**src/core/fcs_pkg.sv**
```systemverilog
// fetch cycle sequencer package: timing steps, layouts, control carriers
// assumes one clock; each clock time is two steps, delay D1 then D2
package fcs_pkg;

  // ---------------------------------------------------------------
  // widths and field positions
  // ---------------------------------------------------------------
  localparam int ADDR_W = 15;
  localparam int WORD_W = 36;
  localparam int TAG_LO = 18;
  localparam int TAG_HI = 20;
  localparam int ADR_LO = 21;
  localparam int IND_A = 12;
  localparam int IND_B = 13;

  // ---------------------------------------------------------------
  // step numbers: step = clock time * 2 + (delay - 1)
  // ---------------------------------------------------------------
  localparam logic [3:0] STEP_LAST = 4'hd;
  localparam logic [3:0] STEP_SEND = 4'hd;
  localparam logic [3:0] STEP_I1D1 = 4'h2;
  localparam logic [3:0] STEP_I4D1 = 4'h8;
  localparam logic [3:0] STEP_I4D2 = 4'h9;
  localparam logic [3:0] STEP_I5D1 = 4'ha;
  localparam logic [3:0] STEP_E4D1 = 4'h8;

  // ---------------------------------------------------------------
  // adder operands and fixed values
  // ---------------------------------------------------------------
  localparam logic [14:0] INC_OPND = 15'h0001;
  localparam logic [14:0] DEC_OPND = 15'h7fff;
  localparam logic [14:0] ZERO_ADDR = 15'h0000;
  localparam logic [5:0] POD_SHIFT = 6'h3e;
  localparam logic [9:0] TRAP_OPCODE = 10'h001;
  localparam logic [9:0] OPCODE_RST = 10'h000;

  typedef enum logic [1:0] {SRC_PTR, SRC_HOLD, SRC_BUF} fcs_src_t;
  typedef enum logic [1:0] {CYC_FETCH, CYC_EXEC, CYC_LOGIC} fcs_cyc_t;

  // address send and pointer update controls
  typedef struct packed {
    fcs_src_t src;
    logic decrement;
    logic upd_to_buf;
    logic upd_block;
    logic force_one;
    logic overlap;
    logic diag;
  } fcs_addr_ctl_t;

  // instruction decode facts for steering and next cycle choice
  typedef struct packed {
    logic ext_trap;
    logic special;
    logic special_even;
    logic prefix_form;
    logic index_test_instr;
    logic tix_pass;
    logic overlap_ok;
    logic indexable;
    logic index_sel;
    logic indirect_ok;
    logic one_cycle;
    logic exec_test;
  } fcs_instr_ctl_t;

endpackage : fcs_pkg

```
**src/core/fcs_fetch_cycle_sequencer.sv**
```systemverilog
// fetch cycle sequencer: address send, pointer update, bus steering,
// index modification and next cycle choice
// assumes core storage answers on both buses by clock time 4
module fcs_fetch_cycle_sequencer (
  input wire logic i_ref_clk,
  input wire logic i_sys_rst,
  input wire fcs_pkg::fcs_addr_ctl_t i_addr_ctl,
  input wire fcs_pkg::fcs_instr_ctl_t i_instr_ctl,
  input wire logic [0:35] i_even_bus,
  input wire logic [0:35] i_odd_bus,
  input wire logic [3:17] i_index_reg,
  input wire logic i_fetch_req,
  input wire logic i_chan_req,
  output logic [3:17] o_even_addr,
  output logic [3:17] o_odd_addr,
  output logic o_even_sel,
  output logic o_odd_sel,
  output logic [3:17] o_instr_pointer,
  output logic [3:17] o_addr_hold,
  output logic [0:35] o_buffer,
  output logic [0:35] o_storage_word,
  output logic [18:20] o_tag_bits,
  output logic [0:9] o_opcode,
  output logic [3:17] o_shift_count,
  output logic o_buffer_loaded,
  output logic o_cond_met,
  output logic o_pre_indirect,
  output logic o_end_op,
  output logic o_fetch_active,
  output logic o_exec_active,
  output logic o_logic_active
);

  // ---------------------------------------------------------------
  // helpers
  // ---------------------------------------------------------------
  // fifteen bit index adder, carry out dropped as in the hardware
  function automatic logic [3:17] add15(input logic [3:17] a,
                                        input logic [3:17] b,
                                        input logic cin);
    logic [15:0] s;
    s = {1'b0, a} + {1'b0, b} + {15'h0000, cin};
    return s[14:0];
  endfunction : add15

  logic [3:17] instr_pointer_reg;
  logic [3:17] addr_hold_reg;
  logic [0:35] lookahead_instr_buffer_reg;

  // register chosen as an address source
  function automatic logic [3:17] src_val(input fcs_pkg::fcs_src_t s,
                                          input logic [3:17] p,
                                          input logic [3:17] h,
                                          input logic [3:17] b);
    unique case (s)
      fcs_pkg::SRC_PTR: return p;
      fcs_pkg::SRC_HOLD: return h;
      default: return b;
    endcase
  endfunction : src_val

  // ---------------------------------------------------------------
  // cycle timing
  // ---------------------------------------------------------------
  logic [3:0] step_reg;
  fcs_pkg::fcs_cyc_t cyc_reg;
  fcs_pkg::fcs_cyc_t next_cyc_reg;
  fcs_pkg::fcs_cyc_t next_cyc;
  logic stall;
  logic in_fetch;

  assign in_fetch = (cyc_reg == fcs_pkg::CYC_FETCH);
  // only logic cycles may share storage with channel cycles
  assign stall = i_chan_req && (step_reg == 4'h0) && !(cyc_reg == fcs_pkg::CYC_LOGIC);

  // step counter, held at time 0 while channel cycles are owed
  always_ff @(posedge i_ref_clk) begin
    if (i_sys_rst) begin
      step_reg <= 4'h0;
    end else if (!stall) begin
      step_reg <= (step_reg == fcs_pkg::STEP_LAST) ? 4'h0 : step_reg + 4'h1;
    end
  end

  // next cycle choice
  always_comb begin
    if (in_fetch) begin
      if ((o_storage_word[fcs_pkg::IND_A] || o_storage_word[fcs_pkg::IND_B]) &&
          i_instr_ctl.indexable && i_instr_ctl.indirect_ok) begin
        next_cyc = fcs_pkg::CYC_EXEC;
      end else if (i_instr_ctl.one_cycle) begin
        next_cyc = fcs_pkg::CYC_FETCH;
      end else if (i_instr_ctl.exec_test) begin
        next_cyc = fcs_pkg::CYC_EXEC;
      end else begin
        next_cyc = fcs_pkg::CYC_LOGIC;
      end
    end else begin
      next_cyc = i_fetch_req ? fcs_pkg::CYC_FETCH : fcs_pkg::CYC_LOGIC;
    end
  end

  logic decide;
  assign decide = (step_reg == fcs_pkg::STEP_I5D1);

  // cycle type, taken over at the cycle boundary
  always_ff @(posedge i_ref_clk) begin
    if (i_sys_rst) begin
      cyc_reg <= fcs_pkg::CYC_LOGIC;
      next_cyc_reg <= fcs_pkg::CYC_LOGIC;
    end else begin
      if (decide) next_cyc_reg <= next_cyc;
      if (step_reg == fcs_pkg::STEP_LAST) cyc_reg <= next_cyc_reg;
    end
  end

  // ---------------------------------------------------------------
  // master triggers
  // ---------------------------------------------------------------
  logic fetch_trig_reg;
  logic exec_trig_reg;
  logic logic_trig_reg;
  logic pre_indirect_reg;
  logic end_op_reg;

  // fetch trigger on from I5 of the previous cycle to I5 of its own
  always_ff @(posedge i_ref_clk) begin
    if (i_sys_rst) fetch_trig_reg <= 1'b0;
    else if (decide) fetch_trig_reg <= (next_cyc == fcs_pkg::CYC_FETCH);
  end

  // execute trigger early for own addressing, reset at E4
  always_ff @(posedge i_ref_clk) begin
    if (i_sys_rst) begin
      exec_trig_reg <= 1'b0;
    end else if (decide && next_cyc == fcs_pkg::CYC_EXEC) begin
      exec_trig_reg <= 1'b1;
    end else if (cyc_reg == fcs_pkg::CYC_EXEC && step_reg == fcs_pkg::STEP_E4D1) begin
      exec_trig_reg <= 1'b0;
    end
  end

  always_ff @(posedge i_ref_clk) begin
    if (i_sys_rst) logic_trig_reg <= 1'b0;
    else if (decide) logic_trig_reg <= (next_cyc == fcs_pkg::CYC_LOGIC);
  end

  // pre-indirect and end-op reflect the latest fetch decision
  always_ff @(posedge i_ref_clk) begin
    if (i_sys_rst) begin
      pre_indirect_reg <= 1'b0;
      end_op_reg <= 1'b0;
    end else if (decide) begin
      pre_indirect_reg <= in_fetch && next_cyc == fcs_pkg::CYC_EXEC &&
                          (o_storage_word[fcs_pkg::IND_A] || o_storage_word[fcs_pkg::IND_B]);
      end_op_reg <= in_fetch && next_cyc == fcs_pkg::CYC_FETCH;
    end
  end

  // trigger outputs, fetch and execute gated by channel requests; the delayed execute gating lasts the cycle
  always_ff @(posedge i_ref_clk) begin
    if (i_sys_rst) begin
      o_fetch_active <= 1'b0;
      o_exec_active <= 1'b0;
      o_logic_active <= 1'b0;
    end else begin
      o_fetch_active <= fetch_trig_reg && !i_chan_req;
      o_exec_active <= (exec_trig_reg || cyc_reg == fcs_pkg::CYC_EXEC) && !i_chan_req;
      o_logic_active <= logic_trig_reg;
    end
  end

  // ---------------------------------------------------------------
  // address send at time 6 D2 ahead of the fetch cycle
  // ---------------------------------------------------------------
  logic send;
  logic [3:17] first_addr;
  logic [3:17] second_addr;
  logic second_ok;
  fcs_pkg::fcs_src_t upd_origin_reg;
  logic upd_dec_reg;
  logic upd_to_buf_reg;
  logic upd_block_reg;
  logic force_one_reg;

  assign send = fetch_trig_reg && (step_reg == fcs_pkg::STEP_SEND);
  assign first_addr = src_val(i_addr_ctl.src, instr_pointer_reg, addr_hold_reg,
                              lookahead_instr_buffer_reg[fcs_pkg::ADR_LO:35]);
  // second path always computed; gated onto a latch only in overlap
  assign second_addr = add15(first_addr, i_addr_ctl.decrement ? fcs_pkg::DEC_OPND :
                             fcs_pkg::INC_OPND, 1'b0);
  assign second_ok = i_addr_ctl.overlap && !i_addr_ctl.diag;

  // latches pick by parity of each address
  always_ff @(posedge i_ref_clk) begin
    if (i_sys_rst) begin
      o_even_addr <= fcs_pkg::ZERO_ADDR;
      o_odd_addr <= fcs_pkg::ZERO_ADDR;
      o_even_sel <= 1'b0;
      o_odd_sel <= 1'b0;
    end else if (send) begin
      o_even_sel <= !first_addr[17] || second_ok;
      o_odd_sel <= first_addr[17] || second_ok;
      o_even_addr <= first_addr[17] ? second_addr : first_addr;
      o_odd_addr <= first_addr[17] ? first_addr : second_addr;
    end else begin
      o_even_sel <= 1'b0;
      o_odd_sel <= 1'b0;
    end
  end

  // remember how the update address was stored
  always_ff @(posedge i_ref_clk) begin
    if (i_sys_rst) begin
      upd_origin_reg <= fcs_pkg::SRC_PTR;
      upd_dec_reg <= 1'b0;
      upd_to_buf_reg <= 1'b0;
      upd_block_reg <= 1'b1;
      force_one_reg <= 1'b0;
    end else if (send) begin
      upd_origin_reg <= i_addr_ctl.src;
      upd_dec_reg <= i_addr_ctl.decrement;
      upd_to_buf_reg <= i_addr_ctl.upd_to_buf;
      upd_block_reg <= i_addr_ctl.upd_block;
      force_one_reg <= i_addr_ctl.force_one;
    end
  end

  // ---------------------------------------------------------------
  // instruction pointer update at I1(D1)
  // ---------------------------------------------------------------
  fcs_pkg::fcs_src_t upd_src;
  // a decremented copy is wrong by two, so the originator holds it
  assign upd_src = upd_dec_reg ? upd_origin_reg :
                   (upd_to_buf_reg ? fcs_pkg::SRC_BUF : fcs_pkg::SRC_HOLD);

  always_ff @(posedge i_ref_clk) begin
    if (i_sys_rst) begin
      instr_pointer_reg <= fcs_pkg::ZERO_ADDR;
    end else if (in_fetch && step_reg == fcs_pkg::STEP_I1D1) begin
      if (force_one_reg) begin
        instr_pointer_reg <= add15(fcs_pkg::ZERO_ADDR, fcs_pkg::ZERO_ADDR, 1'b1);
      end else if (!upd_block_reg) begin
        instr_pointer_reg <= add15(src_val(upd_src, instr_pointer_reg, addr_hold_reg,
                                   lookahead_instr_buffer_reg[fcs_pkg::ADR_LO:35]),
                                   fcs_pkg::ZERO_ADDR, 1'b0);
      end
    end
  end

  // ---------------------------------------------------------------
  // storage bus steering from I4
  // ---------------------------------------------------------------
  logic even_to_op;
  logic [0:35] op_word;
  logic [0:35] buf_word;
  logic [3:17] mod_addr;
  logic at_i4d1;
  logic at_i4d2;
  logic at_i5d1;

  assign at_i4d1 = in_fetch && step_reg == fcs_pkg::STEP_I4D1;
  assign at_i4d2 = in_fetch && step_reg == fcs_pkg::STEP_I4D2;
  assign at_i5d1 = in_fetch && step_reg == fcs_pkg::STEP_I5D1;
  assign even_to_op = i_instr_ctl.special ? i_instr_ctl.special_even :
                      instr_pointer_reg[17];
  assign op_word = even_to_op ? i_even_bus : i_odd_bus;
  assign buf_word = even_to_op ? i_odd_bus : i_even_bus;

  // storage word and tag bits; kept as they were on a trap
  always_ff @(posedge i_ref_clk) begin
    if (i_sys_rst) begin
      o_storage_word <= 36'h000000000;
      o_tag_bits <= 3'h0;
    end else if (at_i4d1 && !i_instr_ctl.ext_trap) begin
      o_storage_word <= op_word;
      o_tag_bits <= op_word[fcs_pkg::TAG_LO:fcs_pkg::TAG_HI];
    end
  end

  // opcode, short form fills only sign and bits 8-9
  always_ff @(posedge i_ref_clk) begin
    if (i_sys_rst) begin
      o_opcode <= fcs_pkg::OPCODE_RST;
    end else if (at_i4d1) begin
      if (i_instr_ctl.ext_trap) o_opcode <= fcs_pkg::TRAP_OPCODE;
      else if (i_instr_ctl.prefix_form) o_opcode <= {op_word[0], 7'h00, op_word[1:2]};
      else o_opcode <= {op_word[0], op_word[3:11]};
    end
  end

  // buffer: word at D1, index test copy wins at D2, address at send
  always_ff @(posedge i_ref_clk) begin
    if (i_sys_rst) begin
      lookahead_instr_buffer_reg <= 36'h000000000;
    end else if (send && i_addr_ctl.upd_to_buf) begin
      lookahead_instr_buffer_reg[fcs_pkg::ADR_LO:35] <= second_addr;
    end else if (at_i4d1 && !i_instr_ctl.ext_trap) begin
      lookahead_instr_buffer_reg <= buf_word;
    end else if (at_i4d2 && !i_instr_ctl.ext_trap && i_instr_ctl.index_test_instr) begin
      lookahead_instr_buffer_reg <= op_word;
    end
  end

  // buffer-loaded and condition-met, decided once the opcode is in
  always_ff @(posedge i_ref_clk) begin
    if (i_sys_rst) begin
      o_buffer_loaded <= 1'b0;
      o_cond_met <= 1'b0;
    end else if (at_i4d1) begin
      o_cond_met <= 1'b0;
    end else if (at_i4d2) begin
      o_buffer_loaded <= i_instr_ctl.overlap_ok && !i_instr_ctl.ext_trap;
      o_cond_met <= i_instr_ctl.index_test_instr && i_instr_ctl.tix_pass;
    end
  end

  // ---------------------------------------------------------------
  // index modification at I5(D1)
  // ---------------------------------------------------------------
  // no index selected gates all ones, i.e. subtracts zero
  assign mod_addr = add15(o_storage_word[fcs_pkg::ADR_LO:35],
                          ~(i_instr_ctl.index_sel ? i_index_reg : fcs_pkg::ZERO_ADDR),
                          1'b1);

  always_ff @(posedge i_ref_clk) begin
    if (i_sys_rst) begin
      addr_hold_reg <= fcs_pkg::ZERO_ADDR;
    end else if (send && !i_addr_ctl.upd_to_buf) begin
      addr_hold_reg <= second_addr;
    end else if (at_i5d1 && !i_instr_ctl.index_test_instr && i_instr_ctl.indexable) begin
      addr_hold_reg <= mod_addr;
    end
  end

  always_ff @(posedge i_ref_clk) begin
    if (i_sys_rst) begin
      o_shift_count <= fcs_pkg::ZERO_ADDR;
    end else if (at_i5d1 && !i_instr_ctl.index_test_instr && i_instr_ctl.indexable &&
                 o_opcode[0:5] == fcs_pkg::POD_SHIFT) begin
      o_shift_count <= mod_addr;
    end
  end

  // register mirrors
  always_ff @(posedge i_ref_clk) begin
    if (i_sys_rst) begin
      o_instr_pointer <= fcs_pkg::ZERO_ADDR;
      o_addr_hold <= fcs_pkg::ZERO_ADDR;
      o_buffer <= 36'h000000000;
      o_pre_indirect <= 1'b0;
      o_end_op <= 1'b0;
    end else begin
      o_instr_pointer <= instr_pointer_reg;
      o_addr_hold <= addr_hold_reg;
      o_buffer <= lookahead_instr_buffer_reg;
      o_pre_indirect <= pre_indirect_reg;
      o_end_op <= end_op_reg;
    end
  end
endmodule : fcs_fetch_cycle_sequencer

```
**config.mk**
```make
export PLATFORM = sky130hd
export DESIGN_NAME = fcs_fetch_cycle_sequencer
export DESIGN_NICKNAME = d
export VERILOG_FILES = /design/src/core/fcs_pkg.sv /design/src/core/fcs_fetch_cycle_sequencer.sv
export SDC_FILE = /design/constraint.sdc
export NUM_CORES = 1
export LEC_CHECK = 0
export CORE_MARGIN = 3
export CORE_UTILIZATION = 57
export CTS_CLUSTER_SIZE = 24
export DETAILED_ROUTE_END_ITERATION = 8
export DONT_BUFFER_PORTS = 1
export GPL_ROUTABILITY_DRIVEN = 0
export PLACE_DENSITY = 0.81
export SYNTH_ARGS = -nofsm -noshare
export SYNTH_HDL_FRONTEND = slang
export SYNTH_SLANG_ARGS = --single-unit
```
**constraint.sdc**
```tcl
create_clock -name i_ref_clk -period 4.09 [get_ports i_ref_clk]
set_clock_uncertainty 0.1 [all_clocks]
set_input_delay 0.6135 -clock i_ref_clk [delete_from_list [all_inputs] [get_ports i_ref_clk]]
set_output_delay 0.6135 -clock i_ref_clk [all_outputs]
set_load 0.01 [all_outputs]
```
==> results of run 1 <==
[area by class of cell]
type,count,area share (%)
Clock buffer,35,5.97
Multi-Input combinational cell,1009,48.3
Timing Repair Buffer,19,1.14
Tap cell,265,2.66
Sequential cell,250,40.1
Clock inverter,11,1.32
Inverter,18,0.541
[per-stage QoR]
stage                     hold slack, ps  total power, mW  utilization [%]  setup WS [ps]
after CTS                           41.8             5.20             63.7            700
after global routing                41.8             5.33             63.7            333
after floorplan                      327             2.71                -           65.5
after global placement               335             2.72             59.1            521
final                               58.0             5.18             63.7            655
after detailed placement             341             2.72             59.1            460
[layer usage]
layer / vias to the layer above / wire length [µm]
met2: 561 / 15000
li1: 4700 / -
met3: 96 / 4320
met4: 2 / 1410
met1: 4705 / 13200
met5: - / 13
[kinds of logic (layout without fill, tap and decap cells)]
group                      Yosys count  count (layout)  synth area share (%)
xor gates and xnor gates            24              24                  1.90
muxes                               69              69                  6.04
other                                1               1                0.0327
adders and majority gates           32              32                  3.62
AOI/OAI and AO/OA                  323             323                  18.4
DFF                                250             250                  43.6
and+or+nand+nor                    560             560                  22.4
buffers and inverters              114              83                  4.04
[power groups by stage]
stage                     Clock, mW  Sequential (mW)  Combinational (mW)
after floorplan                   0             2.49               0.217
after global placement            0             2.50               0.220
after detailed placement          0             2.50               0.226
after CTS                      2.53             2.44               0.228
after global routing           2.63             2.44               0.253
final                          2.51             2.44               0.232
[cell usage in the layout, fill, tap and decap left out, types with 5 or more instances in the layout]
cell type    n
dfxtp_1    250
nand2_1    200
nor2_1     176
a21oi_1    110
nor2b_1     72
mux2i_1     66
a211oi_1    55
o21ai_0     45
nor3_1      38
a311oi_1    32
ha_1        30
clkbuf_16   27
buf_4       19
xnor2_1     18
inv_1       18
nand3_1     16
a221oi_1    13
o21a_1      10
and2_1      10
o211ai_1     9
nand2b_1     8
a21o_1       6
o22ai_1      5
nor4_1       5
a31oi_1      5
o31ai_1      5
[worst paths after layout]
path              slack [ps]             startpoint             end  cells past startpoint
setup / recovery         660  instr_pointer_reg[17]   o_odd_addr[3]                     11
hold / removal            60             i_chan_req  o_fetch_active                      1
hold reg to reg          360             end_op_reg      end_op_reg                      2
setup reg to reg         660  instr_pointer_reg[17]   o_odd_addr[3]                     11
==> out/metrics.yaml, run 1 <==
synth:
  ys_warn_count: 0
  avgSynthCellArea_um2: 8.35
  synthCells: 1373
  synthFlopType: "dfxtp_1"
  synth_top_area_share_pct: 43.6
  synth_fp_nets: 1516
  yosysSeqAreaShare_pct: 43.6
  synth_edf_count: 0
  yosysMostFrequentCell: "dfxtp_1"
  yosys-top-cells-count: "dfxtp_1, nand2_1, nor2_1, a21oi_1, clkbuf_1"
  syn_area_um2: 11500
  ys_seq_elements: 250
  synthArstFlopShare_pct: 0
  synth_cell_types: 67
  synth_top_area_cell: "dfxtp_1"
  netlist_top_cells_area: "dfxtp_1, nand2_1, mux2i_1"
sta:
  slew_viol_final: 0
  period_share_pct: 84.0
  clock.fmax_mhz: 291
  fin_crit_ps: 3430
  hold_viol: 0
  fin_tns_setup_ps: 0
  worst_pin_slew_ps: 1120
  rsz0062_at_grt: "no"
  slew_headroom_pct: 25.2
  setup_viol: 0
clock_network:
  cts_resized: 0
  path_clk_slew_ps: 60
  insertion_delay_ps: 530
  htreeDepth: 1
  holdBufCountCts: 0
  post_cts_buffers: 0
  cts_tree: "built"
  cts.root.buffer_cell: "clkbuf_16"
  clkSinkCount: 250
  cts_buffers: 26
  clock_path_buffers: 3
floorplan:
  coreArea_um2: 19600
  die-area_um2: 21900
  io-pin-count: 280
  die_w_um: 148
  die_y_um: 148
  start_util_pct: 58.6
  row_count: 51
detailed_routing:
  ant_nets: 0
  wirelength_um: 34000
  vias_per_cell: 6.26
  num_vias: 10100
  firstDrtPassIters: 7
  drt_iter0_drc: 865
  drc: 0
  routedWlPerCell_um: 21.1
power:
  intPower_mw: 4.06
  swShare_pct: 21.7
  p_sw_mw: 1.13
  vdd_drop_max_uv: 272
  p_leak_nw: 4.87
  clockPowerShare_pct: 48.4
  p_comb_share_pct: 4.5
  p_seq_share_pct: 47.1
  powerDensity_nw_per_um2: 415
worst_setup_path:
  cp_slowest_stage_delay_ps: 480
  cp_max_fo: 4
  critPathKind: "reg -> reg"
  crit_required_ps: 4410
  startpoint_type: "flop"
  crit_chain: "mux2_2 -> o21ai_2 -> inv_1 -> fa_1 -> a21o_1 -> a221oi_1 -> o211ai_1 -> a2111oi_0 -> a21oi_1 -> mux2i_1 -> a22o_1"
  end_kind: "flop"
  critical_path_buf_inv_count: 1
  cp.arrival_ps: 3750
  cp_slowest_cell: "a221oi_1"
  critical-path-top-delay-family: "compound AO/OA/AOI/OAI gates"
global_routing:
  use_met2_pct: 46.3
  grt_antenna_before_repair: 1
  track_usage_pct: 29.9
  grt_busiest_layer: "met2"
  overflow: 0
  grt_use_met1_pct: 38.1
  grt_max_degree: 227
  grt_pass1_wl_um: 52800
  met3_usage_pct: 10.8
  grt_pass1_vias: 9437
placement:
  port_buffers: 0
  dpl.hpwl_um: 24400
  dp.cells: 1561
  placed_area_um2: 11600
run_status:
  outcome: "complete, no violations"
final_layout:
  diodes: 0
  area_delta_synth_final_pct: 8.84
  post-route-cell-area_um2: 12500
  drive_gt1_share_pct: 5.81
  stdcell_count: 1607
  register_area_um2: 5000
  layout.nets: 1467
  multi_input_area_um2: 6030
  n_fill_cell: 1677
min_path:
  hold_path.class: "in -> reg"
run:
  drv_cap: 0
Note: power is estimated with default switching activity, not from simulation.
==> inputs of run 2 (changes only) <==
--- a/config.mk
+++ b/config.mk
@@ -6,12 +6,12 @@
 export NUM_CORES = 1
 export LEC_CHECK = 0
 export CORE_MARGIN = 3
-export CORE_UTILIZATION = 57
+export CORE_UTILIZATION = 64
 export CTS_CLUSTER_SIZE = 24
 export DETAILED_ROUTE_END_ITERATION = 8
 export DONT_BUFFER_PORTS = 1
 export GPL_ROUTABILITY_DRIVEN = 0
-export PLACE_DENSITY = 0.81
+export PLACE_DENSITY = 0.86
 export SYNTH_ARGS = -nofsm -noshare
 export SYNTH_HDL_FRONTEND = slang
 export SYNTH_SLANG_ARGS = --single-unit
==> constraint.sdc (replaced) <==
create_clock -name i_ref_clk -period 3.5 [get_ports i_ref_clk]
set_clock_uncertainty 0.1 [all_clocks]
set_input_delay 0.525 -clock i_ref_clk [delete_from_list [all_inputs] [get_ports i_ref_clk]]
set_output_delay 0.525 -clock i_ref_clk [all_outputs]
set_load 0.01 [all_outputs]
==> run 2 against run 1 <==
Against the previous run: cell area up 0.83%; sequential power increased by 17%; sequential share of layout area fell by 0.33 points; largest cell class unchanged; wire length grew 3.2%; power grew 18%; sequential cell count stayed put; via count up 2.5%; setup slack worse by 390 ps; clock-buffer cell count is 4 lower; critical endpoint is now o_even_addr[3]; largest power group unchanged; non-clock buffer count grew 11; critical path depth is 1 higher; clock power grew 16%.
==> out/metrics.yaml, run 2 (synthesis results as in run 1) <==
final_layout:
  layout.nets: 1478  # was 1467
  diodes: 0  # unchanged
  stdcell_count: 1579  # was 1607
  post-route-cell-area_um2: 12600  # was 12500 µm²
  final_cell_mix: "dfxtp_1, nand2_1, nor2_1"  # unchanged
  drive_gt1_share_pct: 6.65  # was 5.81%
  n_fill_cell: 1299  # was 1677
  area_delta_synth_final_pct: 9.74  # was 8.84%
  layout_commonest_cell: "dfxtp_1"  # unchanged
power:
  powerDensity_nw_per_um2: 484  # was 415 nW/µm²
  clockPowerShare_pct: 47.7  # was 48.4%
  p_leak_nw: 4.95  # was 4.87 nW
  p_seq_share_pct: 46.9  # was 47.1%
  p_comb_share_pct: 5.4  # was 4.5%
  vdd_drop_max_uv: 463  # was 272 µV
  swShare_pct: 22.7  # was 21.7%
  p_sw_mw: 1.38  # was 1.13 mW
  intPower_mw: 4.71  # was 4.06 mW
detailed_routing:
  drt_iter0_drc: 1115  # was 865
  drc: 0  # unchanged
  routedWlPerCell_um: 22.2  # was 21.1 µm
  wirelength_um: 35000  # was 34000 µm
  num_vias: 10300  # was 10100
  ant_nets: 0  # unchanged
  vias_per_cell: 6.53  # was 6.26
  firstDrtPassIters: 6  # was 7
placement:
  post-place-ws_ps: 172  # was 460 ps
  dp.cells: 1525  # was 1561
  dpl.hpwl_um: 23800  # was 24400 µm
  placed_area_um2: 11600  # unchanged
  port_buffers: 0  # unchanged
global_routing:
  track_usage_pct: 34.2  # was 29.9%
  grt_antenna_before_repair: 1  # unchanged
  grt_pass1_wl_um: 54400  # was 52800 µm
  grt_max_degree: 118  # was 227
  overflow: 0  # unchanged
  grt_pass1_vias: 9923  # was 9437
clock_network:
  cts_buffers: 26  # unchanged
  insertion_delay_ps: 530  # about the same
  cts.root.buffer_cell: "clkbuf_16"  # unchanged
  clock_path_buffers: 3  # unchanged
  htreeDepth: 1  # unchanged
  post_cts_buffers: 0  # unchanged
  clkSinkCount: 250  # unchanged
  cts_tree: "built"  # unchanged
  path_clk_slew_ps: 70  # was 60 ps
floorplan:
  io-pin-count: 280  # unchanged
  start_util_pct: 65.9  # was 58.6%
  coreArea_um2: 17400  # was 19600 µm²
  die-area_um2: 19600  # was 21900 µm²
  row_count: 48  # was 51
  die_w_um: 140  # was 148 µm
  die_y_um: 140  # was 148 µm
min_path:
  worstHoldPathCells: 1  # unchanged
  hold_path.class: "in -> reg"  # unchanged
  hold_end: "lookahead_instr_buffer_reg[22]"  # was o_fetch_active
  hold_path_startpoint: "i_sys_rst"  # was i_chan_req
worst_setup_path:
  cp_slowest_cell: "a2111oi_0"  # was a221oi_1
  crit_start: "addr_hold_reg[11]"  # was instr_pointer_reg[17]
  cp_slowest_stage_delay_ps: 420  # was 480 ps
  r2r_slack_ps: 270  # was 660 ps
  cp.arrival_ps: 3550  # was 3750 ps
  cp_max_fo: 6  # was 4
  r2r-end: "o_even_addr[3]"  # was o_odd_addr[3]
  r2r-start: "addr_hold_reg[11]"  # was instr_pointer_reg[17]
  critPathKind: "reg -> reg"  # unchanged
  startpoint_type: "flop"  # unchanged
  cpMostUsedCell: "a21oi_1"
  crit_required_ps: 3820  # was 4410 ps
  rr_worst_depth: 12  # was 11
  crit_chain: "mux2i_1 -> nor2_1 -> a21oi_1 -> inv_1 -> ha_1 -> a41o_1 -> a21oi_1 -> o211ai_1 -> a2111oi_0 -> a21oi_1 -> mux2i_1 -> a22o_1"  # was mux2_2 -> o21ai_2 -> inv_1 -> fa_1 -> a21o_1 -> a221oi_1 -> o211ai_1 -> a2111oi_0 -> a21oi_1 -> mux2i_1 -> a22o_1
  end_kind: "flop"  # unchanged
sta:
  slew_headroom_pct: 24.9  # was 25.2%
  period_share_pct: 92.3  # was 84.0%
  setup_viol: 0  # unchanged
  clock.fmax_mhz: 309  # was 291 MHz
  hold_viol: 0  # unchanged
  fin_tns_setup_ps: 0  # unchanged
  hold_slack_ps: 16.8  # was 58.0 ps
  fin_ws_ps: 268  # was 655 ps
  rsz0062_at_grt: "no"  # unchanged
  worst_pin_slew_ps: 1120  # about the same
  slew_viol_final: 0  # unchanged
  fin_crit_ps: 3230  # was 3430 ps
run:
  drv_cap: 0  # unchanged
run_status:
  outcome: "complete, no violations"  # unchanged
==> run 2: cell type report <==
cell class | count | area [µm²] | share of cell area, %
inverter | 18 | 67.6 | 0.537
tap | 225 | 282 | 2.24
clock buffer | 31 | 711 | 5.65
sequential | 250 | 5000 | 39.8
timing repair buffer | 30 | 280 | 2.23
multi-input combinational | 1009 | 6050 | 48.0
clock inverter | 16 | 196 | 1.56
==> run 2: layer usage <==
metal / track usage [%] / routed length [µm] / vias to the layer above / share of wire [%]
met1: 42.2 / 13100 / 4823 / 37
li1: - / - / 4721 / -
met5: 0 / 0 / - / 0
met2: 54.1 / 15600 / 631 / 45
met4: 15.6 / 1770 / 0 / 5.1
met3: 11.7 / 4570 / 140 / 13
==> run 2: power groups by stage <==
stage	Clock (mW)	Sequential (mW)	Combinational, mW
global placement	0	2.92	0.261
floorplan	0	2.91	0.256
global route	3.04	2.85	0.357
CTS	2.92	2.85	0.322
finish	2.91	2.85	0.330
detailed placement	0	2.92	0.267
==> run 2: repair_timing <==
item / CTS / global route
hold buffers: 7 / 0
endpoints found under the hold margin: 119 / 0
setup endpoints to repair: 0 / 4
resized for setup: 0 / 2
==> run 2: worst max-delay path by stage <==
stage / end / slack, ps
after floorplan: o_even_addr[3] / 40
after global placement: lookahead_instr_buffer_reg[24] / 280
after detailed placement: o_even_addr[3] / 170
after CTS: lookahead_instr_buffer_reg[24] / 330
after global routing: addr_hold_reg[3] / 10
final: o_even_addr[3] / 270
==> run 2: critical path: cells and delay by family (launching register included) <==
family	cells	cell delay [ps]
mux	2	330
compound gates	7	1820
flops	1	350
buf+inv	1	90
fa+ha+maj	1	370
simple gates	1	60
==> run 2: stage by stage <==
step                util (%)  total power [mW]
global placement        66.5              3.18
CTS                     72.3              6.09
global route            72.3              6.25
detailed placement      66.5              3.18
finish                  72.3              6.09
floorplan                  -              3.17
==> inputs of run 3 (changes only) <==
--- a/config.mk
+++ b/config.mk
@@ -7,6 +7,7 @@
 export LEC_CHECK = 0
 export CORE_MARGIN = 3
 export CORE_UTILIZATION = 64
+export CTS_BUF_LIST = sky130_fd_sc_hd__clkbuf_16
 export CTS_CLUSTER_SIZE = 24
 export DETAILED_ROUTE_END_ITERATION = 8
 export DONT_BUFFER_PORTS = 1
==> run 3 against run 2 <==
Against the previous run: die area unchanged; first-iteration DRC count rose by 0.63%; largest power group unchanged; critical path depth decreased by 1; via count stayed put; non-clock buffer count is the same; combinational power hardly changed; sequential share of layout area increased by 0.071 points; global-route usage grew 0.089 points; largest cell class unchanged.
==> out/metrics.yaml, run 3 (synthesis results as in run 1) <==
run_status:
  outcome: "complete, no violations"  # unchanged
placement:
  port_buffers: 0  # unchanged
  post-place-ws_ps: 172  # unchanged
  dpl.hpwl_um: 23800  # unchanged
  placed_area_um2: 11600  # unchanged
power:
  clockPowerShare_pct: 47.4  # was 47.7%
  intPower_mw: 4.66  # was 4.71 mW
  p_comb_share_pct: 5.4  # about the same
  swShare_pct: 23.0  # was 22.7%
  p_sw_mw: 1.39  # was 1.38 mW
  powerDensity_nw_per_um2: 481  # was 484 nW/µm²
  p_seq_share_pct: 47.2  # was 46.9%
  vdd_drop_max_uv: 465  # was 463 µV
  p_leak_nw: 4.94  # was 4.95 nW
worst_setup_path:
  crit_required_ps: 3830  # was 3820 ps
  r2r-start: "instr_pointer_reg[17]"  # was addr_hold_reg[11]
  cp_slowest_stage_delay_ps: 420  # about the same
  cp_max_fo: 4  # was 6
  end_kind: "flop"  # unchanged
  critPathKind: "reg -> reg"  # unchanged
  rr_worst_depth: 11  # was 12
  crit_chain: "mux2_4 -> o21ai_4 -> inv_1 -> fa_2 -> a21o_1 -> a221oi_2 -> o211ai_1 -> a2111oi_0 -> a21oi_1 -> mux2i_1 -> a22o_1"  # was mux2i_1 -> nor2_1 -> a21oi_1 -> inv_1 -> ha_1 -> a41o_1 -> a21oi_1 -> o211ai_1 -> a2111oi_0 -> a21oi_1 -> mux2i_1 -> a22o_1
  cp_slowest_cell: "a2111oi_0"  # unchanged
  critical-path-top-delay-family: "compound AO/OA/AOI/OAI gates"  # unchanged
  r2r_slack_ps: 290  # was 270 ps
  critical_path_buf_inv_count: 1  # unchanged
  cp.arrival_ps: 3530  # was 3550 ps
  r2r-end: "o_even_addr[3]"  # unchanged
  startpoint_type: "flop"  # unchanged
sta:
  hold_viol: 0  # unchanged
  fin_ws_ps: 291  # was 268 ps
  rsz0062_at_grt: "no"  # unchanged
  slew_headroom_pct: 17.5  # was 24.9%
  period_share_pct: 91.7  # was 92.3%
  fin_tns_setup_ps: 0  # unchanged
  setup_viol: 0  # unchanged
  clock.fmax_mhz: 312  # was 309 MHz
  fin_crit_ps: 3210  # was 3230 ps
  worst_pin_slew_ps: 1230  # was 1120 ps
  slew_viol_final: 0  # unchanged
floorplan:
  io-pin-count: 280  # unchanged
  die_w_um: 140  # unchanged
  start_util_pct: 65.9  # unchanged
  die-area_um2: 19600  # unchanged
  die_y_um: 140  # unchanged
  coreArea_um2: 17400  # unchanged
  row_count: 48  # unchanged
final_layout:
  drive_gt1_share_pct: 6.43  # was 6.65%
  final_cell_mix: "dfxtp_1, nand2_1, nor2_1"  # unchanged
  layout.nets: 1478  # unchanged
  post-route-cell-area_um2: 12600  # about the same
  layout_commonest_cell: "dfxtp_1"  # unchanged
  area_delta_synth_final_pct: 9.54  # was 9.74%
  n_fill_cell: 1302  # was 1299
  diodes: 0  # unchanged
min_path:
  worstHoldPathCells: 1  # unchanged
  hold_path_startpoint: "i_sys_rst"  # unchanged
  hold_path.class: "in -> reg"  # unchanged
  hold_end: "lookahead_instr_buffer_reg[22]"  # unchanged
clock_network:
  cts_buffers: 26  # unchanged
  path_clk_slew_ps: 70  # about the same
  clock_path_buffers: 3  # unchanged
  insertion_delay_ps: 540  # was 530 ps
  clkSinkCount: 250  # unchanged
  cts_tree: "built"  # unchanged
  htreeDepth: 1  # unchanged
  cts.root.buffer_cell: "clkbuf_16"  # unchanged
global_routing:
  grt_pass1_vias: 9866  # was 9923
  grt_max_degree: 127  # was 118
  track_usage_pct: 34.3  # was 34.2%
  grt_antenna_before_repair: 0  # was 1
  grt_pass1_wl_um: 54500  # was 54400 µm
  overflow: 0  # unchanged
run:
  drv_cap: 0  # unchanged
detailed_routing:
  num_vias: 10300  # unchanged
  drt_iter0_drc: 1122  # was 1115
  routedWlPerCell_um: 22.3  # was 22.2 µm
  drc: 0  # unchanged
  ant_nets: 0  # unchanged
  wirelength_um: 35100  # was 35000 µm
  firstDrtPassIters: 5  # was 6
  vias_per_cell: 6.53  # unchanged
==> run 3: layer usage <==
metal / vias up / wire length, µm / part of all wire, % / GRT usage, %
li1: 4726 / - / - / -
met1: 4824 / 13200 / 37 / 42.4
met2: 634 / 15800 / 45 / 54.8
met3: 131 / 4350 / 12 / 11.1
met4: 0 / 1820 / 5.2 / 15.1
met5: - / 0 / 0 / 0
==> run 3: power by group through the flow <==
stage               Clock [mW]  Sequential (mW)  Combinational [mW]
finish                    2.87             2.85               0.329
CTS                       2.87             2.85               0.321
global placement             0             2.92               0.261
floorplan                    0             2.91               0.256
detailed placement           0             2.92               0.267
global route              2.99             2.85               0.355
==> run 3: final cells by class <==
type / count / area [µm²] / area share [%]
Tap cell: 225 / 282 / 2.24
Clock buffer: 27 / 676 / 5.38
Sequential cell: 250 / 5000 / 39.8
Inverter: 18 / 67.6 / 0.538
Timing Repair Buffer: 30 / 278 / 2.21
Multi-Input combinational cell: 1009 / 6050 / 48.1
Clock inverter: 20 / 211 / 1.68
==> run 3: worst max-delay path by stage <==
stage,cells after the start,to,startpoint
4_1_cts,10,o_even_addr[3],instr_pointer_reg[15]
3_3_place_gp,10,lookahead_instr_buffer_reg[24],i_addr_ctl[6]
3_5_place_dp,10,o_even_addr[3],i_addr_ctl[6]
2_1_floorplan,13,o_even_addr[3],i_addr_ctl[6]
5_1_grt,11,addr_hold_reg[3],instr_pointer_reg[17]
6_report,11,o_even_addr[3],instr_pointer_reg[17]
==> run 3: through the flow <==
| step | util, % | hold slack [ps] | power (mW) | instances |
|---|---|---|---|---|
| finish | 72.1 | 12.1 | 6.05 | 1579 |
| global route | 72.1 | 10.5 | 6.20 | 1579 |
| CTS | 72.1 | 4.68 | 6.04 | 1579 |
| detailed placement | 66.5 | 344 | 3.18 | 1525 |
| global placement | 66.5 | 335 | 3.18 | 1525 |
| floorplan | - | 327 | 3.17 | 1373 |
==> run 3: what timing repair did <==
item,CTS,global route
hold buffers,7,0
gates resized for setup,0,2
hold endpoints to repair,128,0
buffers inserted,0,0
setup endpoints to repair,0,4
